==> src/design/otem_defines.svh <==
// constants for the on-time efficiency measurement block
`ifndef OTEM_DEFINES_SVH
`define OTEM_DEFINES_SVH
`define OTEM_ADDR_RESULT     4'h0
`define OTEM_ADDR_CTRL       4'h1
`define OTEM_ADDR_IRQ_STATUS 4'h2
`define OTEM_ADDR_IRQ_MASK   4'h3
`define OTEM_DONE_BIT        7
`define OTEM_COUNT_MSB       6
`define OTEM_CTRL_CIRCUIT    0
`define OTEM_CTRL_MEASURE    1
`define OTEM_IRQ_DONE        0
`define OTEM_IRQ_OVERFLOW    1
`define OTEM_RESET_BYTE      8'h00
`define OTEM_COUNT_ZERO      7'h00
`define OTEM_COUNT_ONE       7'h01
`define OTEM_COUNT_MAX       7'h7f
`endif

==> src/design/otem_pkg.sv <==
// types for the on-time efficiency measurement block
package otem_pkg;
	typedef enum logic [1:0] {
		OTEM_IDLE,
		OTEM_WAIT_RISE,
		OTEM_COUNT,
		OTEM_DONE
	} otem_state_t;

	typedef struct packed {
		logic       done;
		logic [6:0] count;
	} otem_result_t;
endpackage

==> src/design/otem_top.sv <==
// on-time measurement core with register port and interrupt
//
// Strobed register access and the register addresses were decided locally.
`include "otem_defines.svh"
`timescale 1ns/1ns
`default_nettype none
module otem_top
	import otem_pkg::*;
(
	input  wire logic       clk_i,
	input  wire logic       reset_n_i,
	input  wire logic       high_drive_i,
	input  wire logic [3:0] addr_i,
	input  wire logic [7:0] wdata_i,
	input  wire logic       wr_i,
	input  wire logic       rd_i,
	output logic [7:0]      rdata_o,
	output logic            circuit_enable_o,
	output logic            measure_active_o,
	output logic            irq_o
);
	////////////////////////////////////////////////////////////////////////
	// pin synchronisation and edge detect
	logic high_sync;
	logic high_prev;

	otem_sync u_sync (
		.clk_i     (clk_i),
		.reset_n_i (reset_n_i),
		.async_i   (high_drive_i),
		.sync_o    (high_sync)
	);

	function automatic logic is_reg(input logic [3:0] a, input logic [3:0] r);
		return a == r;
	endfunction

	////////////////////////////////////////////////////////////////////////
	// control register
	logic circuit_en;
	logic measure_en;
	logic next_circuit_en;
	logic next_measure_en;
	logic ctrl_wr;

	assign ctrl_wr = wr_i && is_reg(addr_i, `OTEM_ADDR_CTRL);

	always_comb begin
		next_circuit_en = circuit_en;
		next_measure_en = measure_en;
		if (ctrl_wr) begin
			next_circuit_en = wdata_i[`OTEM_CTRL_CIRCUIT];
			next_measure_en = wdata_i[`OTEM_CTRL_MEASURE];
		end
	end

	always_ff @(posedge clk_i or negedge reset_n_i) begin
		if (!reset_n_i) begin
			circuit_en <= 1'b0;
			measure_en <= 1'b0;
		end else begin
			circuit_en <= next_circuit_en;
			measure_en <= next_measure_en;
		end
	end

	////////////////////////////////////////////////////////////////////////
	// edge detect on the synchronised pin
	// resets low, the idle level of the pin, so reset gives no false rise
	logic next_high_prev;

	always_comb begin
		next_high_prev = high_sync;
	end

	always_ff @(posedge clk_i or negedge reset_n_i) begin
		if (!reset_n_i) begin
			high_prev <= 1'b0;
		end else begin
			high_prev <= next_high_prev;
		end
	end

	////////////////////////////////////////////////////////////////////////
	// measurement state machine
	// counts one full high pulse after the start so a pulse already
	// under way is never measured short
	otem_state_t  state;
	otem_state_t  next_state;
	otem_result_t result;
	otem_result_t next_result;
	logic         running;
	logic         rise;
	logic         fall;
	logic         done_evt;
	logic         ovf_evt;

	// cleared result, used on every way back to idle
	function automatic otem_result_t empty_result();
		return '{done: 1'b0, count: `OTEM_COUNT_ZERO};
	endfunction

	assign running = measure_en && circuit_en;
	assign rise    = high_sync && !high_prev;
	assign fall    = !high_sync && high_prev;

	always_comb begin
		next_state  = state;
		next_result = result;
		done_evt    = 1'b0;
		ovf_evt     = 1'b0;
		unique case (state)
			OTEM_IDLE: begin
				next_result = empty_result();
				if (running) begin
					next_state = OTEM_WAIT_RISE;
				end
			end
			OTEM_WAIT_RISE: begin
				if (!running) begin
					next_state  = OTEM_IDLE;
					next_result = empty_result();
				end else if (rise) begin
					next_state        = OTEM_COUNT;
					next_result.count = `OTEM_COUNT_ONE;
				end
			end
			OTEM_COUNT: begin
				if (!running) begin
					next_state  = OTEM_IDLE;
					next_result = empty_result();
				end else if (fall) begin
					next_state       = OTEM_DONE;
					next_result.done = 1'b1;
					done_evt         = 1'b1;
				end else if (result.count == `OTEM_COUNT_MAX) begin
					// saturate rather than wrap: a wrapped count looks valid
					ovf_evt = 1'b1;
				end else begin
					next_result.count = result.count + `OTEM_COUNT_ONE;
				end
			end
			OTEM_DONE: begin
				if (!measure_en) begin
					next_state  = OTEM_IDLE;
					next_result = empty_result();
				end
			end
		endcase
	end

	always_ff @(posedge clk_i or negedge reset_n_i) begin
		if (!reset_n_i) begin
			state  <= OTEM_IDLE;
			result <= `OTEM_RESET_BYTE;
		end else begin
			state  <= next_state;
			result <= next_result;
		end
	end

	////////////////////////////////////////////////////////////////////////
	// interrupt status and mask
	logic [1:0] irq_status;
	logic [1:0] irq_mask;
	logic [1:0] next_irq_status;
	logic [1:0] next_irq_mask;
	logic [1:0] irq_set;

	assign irq_set = {ovf_evt, done_evt};

	always_comb begin
		next_irq_status = irq_status;
		next_irq_mask   = irq_mask;
		if (rd_i && is_reg(addr_i, `OTEM_ADDR_IRQ_STATUS)) begin
			next_irq_status = 2'h0;
		end
		// set wins over a clearing read in the same cycle
		next_irq_status = next_irq_status | irq_set;
		if (wr_i && is_reg(addr_i, `OTEM_ADDR_IRQ_MASK)) begin
			next_irq_mask = wdata_i[`OTEM_IRQ_OVERFLOW:`OTEM_IRQ_DONE];
		end
	end

	always_ff @(posedge clk_i or negedge reset_n_i) begin
		if (!reset_n_i) begin
			irq_status <= 2'h0;
			irq_mask   <= 2'h0;
		end else begin
			irq_status <= next_irq_status;
			irq_mask   <= next_irq_mask;
		end
	end

	////////////////////////////////////////////////////////////////////////
	// read port, data one cycle after the strobe
	logic [7:0] rdata;
	logic [7:0] next_rdata;

	always_comb begin
		next_rdata = `OTEM_RESET_BYTE;
		if (rd_i) begin
			unique case (addr_i)
				`OTEM_ADDR_RESULT:     next_rdata = result;
				`OTEM_ADDR_CTRL:       next_rdata = {6'h00, measure_en, circuit_en};
				`OTEM_ADDR_IRQ_STATUS: next_rdata = {6'h00, irq_status};
				`OTEM_ADDR_IRQ_MASK:   next_rdata = {6'h00, irq_mask};
				default:               next_rdata = `OTEM_RESET_BYTE;
			endcase
		end
	end

	always_ff @(posedge clk_i or negedge reset_n_i) begin
		if (!reset_n_i) begin
			rdata <= `OTEM_RESET_BYTE;
		end else begin
			rdata <= next_rdata;
		end
	end

	assign rdata_o          = rdata;
	assign circuit_enable_o = circuit_en;
	assign measure_active_o = running;
	assign irq_o            = |(irq_status & irq_mask);
endmodule
`default_nettype wire

==> src/design/otem_sync.sv <==
// two-flop synchroniser for the gate-drive sense pin
`timescale 1ns/1ns
`default_nettype none
module otem_sync (
	input  wire logic clk_i,
	input  wire logic reset_n_i,
	input  wire logic async_i,
	output logic      sync_o
);
	logic stage1;
	logic stage2;

	always_ff @(posedge clk_i or negedge reset_n_i) begin
		if (!reset_n_i) begin
			stage1 <= 1'b0;
			stage2 <= 1'b0;
		end else begin
			stage1 <= async_i;
			stage2 <= stage1;
		end
	end

	assign sync_o = stage2;
endmodule
`default_nettype wire

==> config.mk <==
export PLATFORM = sky130hd
export DESIGN_NAME = otem_top
export DESIGN_NICKNAME = d
export VERILOG_FILES = /design/src/design/otem_pkg.sv /design/src/design/otem_top.sv /design/src/design/otem_sync.sv
export VERILOG_INCLUDE_DIRS = /design/src /design/src/design
export SDC_FILE = /design/constraint.sdc
export NUM_CORES = 1
export LEC_CHECK = 0
export ABC_AREA = 0
export BUFFER_PORTS_ARGS = -buffer_cell sky130_fd_sc_hd__buf_4
export CAP_MARGIN = 20
export CELL_PAD_IN_SITES_DETAIL_PLACEMENT = 0
export CELL_PAD_IN_SITES_GLOBAL_PLACEMENT = 1
export CORE_UTILIZATION = 41
export DETAILED_ROUTE_END_ITERATION = 7
export PLACE_DENSITY_LB_ADDON = 0.1
export REMOVE_ABC_BUFFERS = 1
export SYNTH_ARGS = -nofsm -noshare
export SYNTH_HDL_FRONTEND = slang
export SYNTH_HIERARCHICAL = 1
export SYNTH_SLANG_ARGS = --single-unit
==> constraint.sdc <==
create_clock -name clk_i -period 2.1 [get_ports clk_i]
set_input_delay 0.63 -clock clk_i [delete_from_list [all_inputs] [get_ports clk_i]]
set_output_delay 0.63 -clock clk_i [all_outputs]
set_load 0.01 [all_outputs]
[After elaboration in Yosys (flattened, before gate mapping)]
Cells that the tools add are included.
Word-level totals
  word-level logic and storage cells: 68
  bits in registers: 27
  input bits: 17
Cells by class
  bitwise operators: 2
  add/subtract/negate cells: 1
  reductions and logical operators: 14
  equal/unequal tests: 14
  multiplexer cells: 26
Operators with widths (count)
  $pmux W8 S4: 2
  $mux W7: 4
  $mux W8: 3
  $mux W2: 7
  $ne A3 B3 Y1 const B: 4
  $mux W1: 9
  $eq A4 B2 Y1 const B: 2
  $pmux W2 S4: 1
  $reduce_and A4 Y1: 2
  $add A7 B1 Y7 const B: 1
  $eq A7 B7 Y1 const B: 1
  $logic_and A1 B1 Y1: 6
  $ne A2 B2 Y1 const B: 3
  $eq A2 B2 Y1 const B: 2
  $eq A4 B1 Y1 const B: 1
  $logic_not A4 Y1: 1
  $reduce_and A3 Y1: 1
  $and A2 B2 Y2: 1
  $eq A2 B1 Y1 const B: 1
  $logic_not A1 Y1: 2
  $logic_not A2 Y1: 1
  $or A2 B2 Y2: 1
  $reduce_or A2 Y1: 1

[Longest topological paths before layout]
Gate-level depths: netlist of run 1.
  word-level depth: 6
  gate-level depth with buffers: 7

[Modules after synthesis]
Netlist of run 1, hierarchy kept.
Modules (own cells, without submodules)
  otem_top: cells an instance 115, area each 1280.0 µm², instances 1
  otem_sync: cells an instance 2, area each 50.0 µm², instances 1

[Worst setup path after synthesis of run 1]
OpenSTA, ideal clock, no wires.
  path type: reg-to-reg
  from: register result[0] (netlist bit)
  to: register result[2] (netlist bit)
  stages on the path, launching flop included: 7
  library setup time: 0.128 ns
  data arrival time: 1.477 ns
  data required time: 1.972 ns
  slack: 0.495 ns
  cells stage by stage: dfrtp_1 -> ha_1 -> and3_4 -> a41oi_4 -> o22ai_4 -> o21ai_0 -> o31ai_1
On the way
  cells in the longest elaborated chain, start to end: 5
  elaborated cells between the ends (all ways): 8
  those cells by class: 1 x add/sub; 2 x eq/ne; 4 x mux; 1 x reduce/logical
Ends and longest elaborated chain
  from (decl): RTL line otem_top.sv:90  | otem_result_t result;
  from (signal assigned): RTL line otem_top.sv:155  | result <= `OTEM_RESET_BYTE;
  from (signal assigned): RTL line otem_top.sv:158  | result <= next_result;
  $add A7 B1 Y7 (no source line)
  $mux W7: RTL line otem_top.sv:136  | end else if (result.count == `OTEM_COUNT_MAX) begin
  $mux W7: RTL line otem_top.sv:132  | end else if (fall) begin
  $mux W8: RTL line otem_top.sv:129  | if (!running) begin
  $pmux W8 S4: RTL line otem_top.sv:112  | unique case (state)
Several ways; a longest one is shown, not always the timed one. The select of a mux whose other input is x is not followed.
A chain may end at the register's enable or synchronous reset.

[Worst setup path in the final report of run 1]
  from: register circuit_en, in the netlist circuit_enable_o
  to: output port measure_active_o
On the way
  cells in the longest elaborated chain, start to end: 1
Ends and longest elaborated chain
  from (decl): RTL line otem_top.sv:40  | logic circuit_en;
  from (signal assigned): RTL line otem_top.sv:62  | circuit_en <= next_circuit_en;
  $logic_and A1 B1 Y1: RTL line otem_top.sv:103  | assign running = measure_en && circuit_en;
  to (decl): RTL line otem_top.sv:19  | output logic measure_active_o,
No other way between the ends.

==> results of run 1 <==
[flip-flops by register name (all words and copies together) (netlist names), 2 cells and up]
name / flops
rdata_o: 8
result: 8
irq_mask: 2
irq_status: 2
state: 2
[area by class of cell]
class | instances | area, sq um
clock buffer | 4 | 26.3
fill | 304 | 1480
tap | 44 | 55.1
inverter | 6 | 22.5
multi-input combinational | 84 | 632
timing repair buffer | 21 | 158
sequential | 27 | 676
[metrics by stage]
step / hold slack, ns / std cells / cell area, sq um / utilization
2_1_floorplan: 0.331 / 117 / 1330 / -
3_3_place_gp: 0.345 / 182 / 1540 / 0.505
3_5_place_dp: 0.341 / 182 / 1540 / 0.505
4_1_cts: 0.192 / 186 / 1570 / 0.514
5_1_grt: 0.199 / 186 / 1570 / 0.514
6_report: 0.182 / 186 / 1570 / 0.514
[logic make-up (layout without fill, tap and decap cells)]
group / after synthesis / in the layout / synth area share
buf+inv: 6 / 31 / 0.0169
simple gates: 45 / 45 / 0.198
flops: 27 / 27 / 0.508
compound gates: 28 / 28 / 0.163
fa+ha+maj: 5 / 5 / 0.0470
mux: 6 / 6 / 0.0668
[worst max-delay path: cells and delay by family (launching register included)]
| family | cells | cell delay, ns |
|---|---|---|
| DFF | 1 | 0.47 |
| buffers and inverters | 2 | 0.30 |
| and+or+nand+nor | 1 | 0.13 |
[cell usage after synthesis (all sizes together) (2+ instances only)]
master / instances
nand2: 7
inv: 5
nand2b: 4
mux4: 2
o21ai: 11
and3: 5
nand3: 5
ha: 5
o31ai: 4
nor2b: 3
dfrtp: 27
a21oi: 6
mux2: 3
nor2: 10
and2: 7
[power groups by stage]
stage / Clock [mW] / Combinational (mW) / Sequential (mW)
finish: 0.223 / 0.253 / 0.603
global placement: 0 / 0.247 / 0.612
global route: 0.248 / 0.286 / 0.610
CTS: 0.231 / 0.256 / 0.603
detailed placement: 0 / 0.255 / 0.614
floorplan: 0 / 0.171 / 0.603
[routing by layer]
metal | up-vias | track usage
met2 | 15 | 0.276
li1 | 469 | -
met5 | - | 0
met3 | 2 | 0.0264
met1 | 460 | 0.237
met4 | 0 | 0.0612
[worst paths after layout]
check	from	endpoint	cells past startpoint
setup / recovery	circuit_enable_o	measure_active_o	3
hold / removal	reset_n_i	rdata_o[3]	1
setup reg to reg	result[0]	result[5]	6
hold reg to reg	u_sync/stage1	u_sync/sync_o	0
max in group asynchronous	reset_n_i	u_sync/stage1	1
min in group clk_i	u_sync/stage1	u_sync/sync_o	0
==> impl_metrics.py, run 1 <==
metrics = {
    "floorplanning": {
        "coreArea_sq_mm": 0.00305,
        "pin_count": 28,
        "rows": 20,
        "fp.dieW_microns": 59.0,
        "start_util": 0.436,
        "die_h_microns": 59.0,
        "dieArea_sq_mm": 0.00348,
    },
    "clocking": {
        "clk_latency_ns": 0.32,
        "cts.clk_slew.worst_paths_ns": 0.15,
        "htree_num_levels": 1,
        "cts_made_buffers": 3,
        "cts_hold_buf": 0,
        "clockBufferDepth": 2,
        "post_cts_resized": 0,
        "clock-root-buffer": "clkbuf_4",
        "clock-sinks": 27,
        "cts_tree": "built",
        "cts_setup_buffers": 0,
    },
    "cells_and_area": {
        "drive_above_1_share": 0.261,
        "area_growth_syn_to_layout_pct": 18.0,
        "mostFrequentLayoutCell": "dfrtp_1",
        "n_antenna_cell": 0,
        "final_cell_mix": "dfrtp_1 (27), buf_4 (21), o21ai_0 (11), nor2_1 (10)",
        "fin_nets": 165,
    },
    "pwr": {
        "p_sw_mw": 0.322,
        "powerDensity_mw_per_mm2": 687,
        "seq_power_share": 0.559,
        "sw_frac_of_total": 0.298,
        "total_power_mw": 1.08,
        "p_int_mw": 0.757,
        "ir_drop_mv": 0.304,
        "pwr-share-clk": 0.206,
        "pwr-share-comb": 0.235,
        "leakage_nw": 0.726,
    },
    "route": {
        "drcViolationCount": 0,
        "topRoutingLayerUsed": "met4",
        "drt-initial-drc-count": 26,
        "dr.pass1.iters": 4,
        "routed_wl_mm": 2.48,
        "vias": 946,
        "wl_per_cell_microns": 13.3,
        "wl_met3_microns": 57,
        "wl_met1_mm": 1.20,
        "postRouteAntennaNets": 0,
        "viasPerCell": 5.09,
        "met2_length_mm": 1.20,
    },
    "critical_path": {
        "crit_path_top_delay_cell": "dfrtp_1",
        "crit_required_ns": 1.47,
        "ff2ff_setup_slack_ns": 0.31,
        "critPathKind": "reg2out",
        "crit_arrival_ns": 1.21,
        "slowest_delay_ns": 0.47,
        "start_kind": "flip-flop",
        "crit_chain": "nand2_2 > clkinv_1 > buf_4",
        "cp_max_fo": 5,
        "end_kind": "output port",
    },
    "logic_synthesis": {
        "synth.distinct_cells": 33,
        "synthTopCellsByArea": "dfrtp_1 (51%), ha_1 (4.7%), o21ai_0 (4.1%)",
        "ys_seq_area_frac": 0.508,
        "async_reset_ff_frac": 1.00,
        "synth-seq-cells": 27,
        "synth_edf_count": 0,
        "synthFlopType": "dfrtp_1",
        "avgSynthCellArea_sq_um": 11.4,
        "yosysWarnings": 6,
        "synth_cells": 117,
        "synth_top_area_cell": "dfrtp_1",
        "syn_area_sq_mm": 0.00133,
        "synth_top_area_frac": 0.508,
    },
    "timing": {
        "drv_slew": 0,
        "clock_skew_ns": 0.0156,
        "min_period_ns": 1.84,
        "final-hold-violation-count": 0,
        "fmax_mhz": 544,
        "rsz0062_at_grt": "false",
        "slew_headroom": 0.691,
        "fin_setup_tns_ns": 0,
        "tightest_slew_ns": 0.460,
        "worst_slack_ns": 0.263,
        "setup_viol": 0,
        "fin_crit_sh": 0.875,
    },
    "global_route": {
        "grt_start_max_net_pins": 28,
        "gr-total-overflow": 0,
        "gr-usage-all-layers": 0.172,
        "grt_pass1_vias": 947,
        "grt_pass1_wl_mm": 4.42,
        "antenna_found_initial": 0,
    },
    "placement": {
        "port_buffers": 21,
        "place.gp.congestion": 0.797,
        "dpl.hpwl_mm": 1.86,
        "pre_cts_ws_ns": 0.329,
    },
    "job": {
        "cap_viol_max_count": 0,
    },
    "min_path": {
        "hold_path_class": "in2async",
    },
    "status": {
        "status": "finished clean",
    },
}
Note: power is estimated with default switching activity, not from simulation.
==> run 2, diff against run 1 <==
--- a/config.mk
+++ b/config.mk
@@ -14,6 +14,7 @@
 export CORE_UTILIZATION = 41
 export DETAILED_ROUTE_END_ITERATION = 7
 export PLACE_DENSITY_LB_ADDON = 0.1
+export RECOVER_POWER = 100
 export REMOVE_ABC_BUFFERS = 1
 export SYNTH_ARGS = -nofsm -noshare
 export SYNTH_HDL_FRONTEND = slang
==> constraint.sdc (replaced) <==
create_clock -name clk_i -period 2.1 [get_ports clk_i]
set_input_delay 0.63 -clock clk_i [delete_from_list [all_inputs] [get_ports clk_i]]
set_output_delay 0.63 -clock clk_i [all_outputs]
set_load 0.05 [all_outputs]
==> impl_metrics.py, run 2 (synthesized netlist as in run 1, its figures left out) <==
metrics = {
    "placement": {
        "dp.cells": 182,
        "place.gp.congestion": 0.797,
        "dpl.hpwl_mm": 1.86,
        "port_buffers": 21,
    },
    "clocking": {
        "clk_latency_ns": 0.32,
        "cts.clk_slew.worst_paths_ns": 0.13,
        "cts_hold_buf": 0,
        "clock-sinks": 27,
        "clockBufferDepth": 2,
        "clock-root-buffer": "clkbuf_4",
        "htree_num_levels": 1,
        "cts_tree": "built",
        "post_cts_resized": 0,
        "cts_setup_buffers": 0,
        "cts_made_buffers": 3,
    },
    "critical_path": {
        "slowest_delay_ns": 0.46,
        "reg2regPathDepth": 6,
        "start_kind": "flip-flop",
        "critPathKind": "reg2out",
        "crit_path_top_delay_cell": "dfrtp_1",
        "regToRegStartpoint": "result[0]",
        "cp_top_family": "flip-flops",
        "crit_arrival_ns": 1.28,
        "cp_max_fo": 5,
        "rr_endpoint": "result[5]",
        "end_kind": "output port",
        "ff2ff_setup_slack_ns": 0.27,
        "crit_chain": "nand2_2 > clkinv_1 > clkbuf_2",
        "critPathBufInv": 2,
        "crit_required_ns": 1.47,
    },
    "cells_and_area": {
        "final_cell_mix": "dfrtp_1 (27), o21ai_0 (11), nor2_1 (10), clkbuf_1 (10)",
        "regArea_sq_um": 676,
        "final_cells": 186,
        "n_antenna_cell": 0,
        "n_fill_cell": 323,
        "multi_input_area_sq_um": 622,
        "drive_above_1_share": 0.190,
        "fin_nets": 165,
        "area_growth_syn_to_layout_pct": 14.1,
        "mostFrequentLayoutCell": "dfrtp_1",
    },
    "floorplanning": {
        "rows": 20,
        "pin_count": 28,
        "die_h_microns": 59.0,
        "dieArea_sq_mm": 0.00348,
        "start_util": 0.436,
        "coreArea_sq_mm": 0.00305,
        "fp.dieW_microns": 59.0,
    },
    "job": {
        "cap_viol_max_count": 0,
    },
    "pwr": {
        "p_int_mw": 0.743,
        "total_power_mw": 1.09,
        "leakage_nw": 0.677,
        "powerDensity_mw_per_mm2": 721,
        "pwr-share-clk": 0.199,
        "p_sw_mw": 0.351,
        "seq_power_share": 0.550,
        "ir_drop_mv": 0.294,
        "sw_frac_of_total": 0.321,
        "pwr-share-comb": 0.250,
    },
    "status": {
        "status": "finished clean",
    },
    "global_route": {
        "antenna_found_initial": 0,
        "grt_pass1_vias": 947,
        "gr-usage-all-layers": 0.172,
        "gr-total-overflow": 0,
        "grt_pass1_wl_mm": 4.42,
        "grt_start_max_net_pins": 28,
    },
    "min_path": {
        "hold_path_class": "reg2reg",
        "holdPathEnd": "u_sync/sync_o",
        "worst_hold_startpoint": "u_sync/stage1",
        "whs_path_depth": 0,
    },
    "route": {
        "drt-initial-drc-count": 19,
        "drcViolationCount": 0,
        "dr.pass1.iters": 4,
        "viasPerCell": 5.09,
        "vias": 946,
        "routed_wl_mm": 2.48,
        "postRouteAntennaNets": 0,
        "wl_per_cell_microns": 13.3,
    },
    "timing": {
        "clock_skew_ns": 0.00593,
        "final-hold-violation-count": 0,
        "setup_viol": 0,
        "fin_setup_tns_ns": 0,
        "drv_slew": 0,
        "tightest_slew_ns": 1.40,
        "fmax_mhz": 523,
        "fin_crit_sh": 0.911,
        "rsz0062_at_grt": "false",
        "slew_headroom": 0.0643,
        "min_period_ns": 1.91,
    },
}
-- run 2: power groups by stage --
stage / Clock (mW) / Combinational [mW] / Sequential [mW]
final: 0.218 / 0.274 / 0.602
after global routing: 0.248 / 0.306 / 0.609
after CTS: 0.231 / 0.295 / 0.603
after detailed placement: 0 / 0.295 / 0.614
after global placement: 0 / 0.287 / 0.612
after floorplan: 0 / 0.192 / 0.621
-- run 2: layer usage --
metal	routed length (microns)	GRT usage	vias up
met5	0	0	-
met4	17	0.0612	0
met3	67	0.0264	2
met2	1190	0.276	16
met1	1200	0.237	459
li1	-	-	469
-- run 2: area by class of cell --
type | count | share of cell area
multi-input cells | 84 | 0.410
repair buffers | 21 | 0.0767
well taps | 44 | 0.0363
clock buffers | 4 | 0.0173
inverters | 6 | 0.0148
flip-flops and latches | 27 | 0.445
-- run 2: how the worst max path moves through the flow --
stage,from,to,slack [ns],cells past startpoint
2_1_floorplan,circuit_enable_o,result[2],0.15,6
3_3_place_gp,addr_i[3],circuit_enable_o,0.35,5
3_5_place_dp,result[0],result[2],0.33,6
4_1_cts,circuit_enable_o,measure_active_o,0.21,3
5_1_grt,circuit_enable_o,measure_active_o,0.09,3
6_report,circuit_enable_o,measure_active_o,0.19,3
-- run 2: stage by stage --
| stage | util | area, sq um | hold WS (ns) | setup slack, ns |
|---|---|---|---|---|
| after global placement | 0.505 | 1540 | 0.345 | 0.352 |
| after floorplan | - | 1330 | 0.331 | 0.150 |
| after detailed placement | 0.505 | 1540 | 0.341 | 0.329 |
| after global routing | 0.497 | 1520 | 0.374 | 0.0921 |
| after CTS | 0.514 | 1570 | 0.192 | 0.207 |
| final | 0.497 | 1520 | 0.368 | 0.186 |
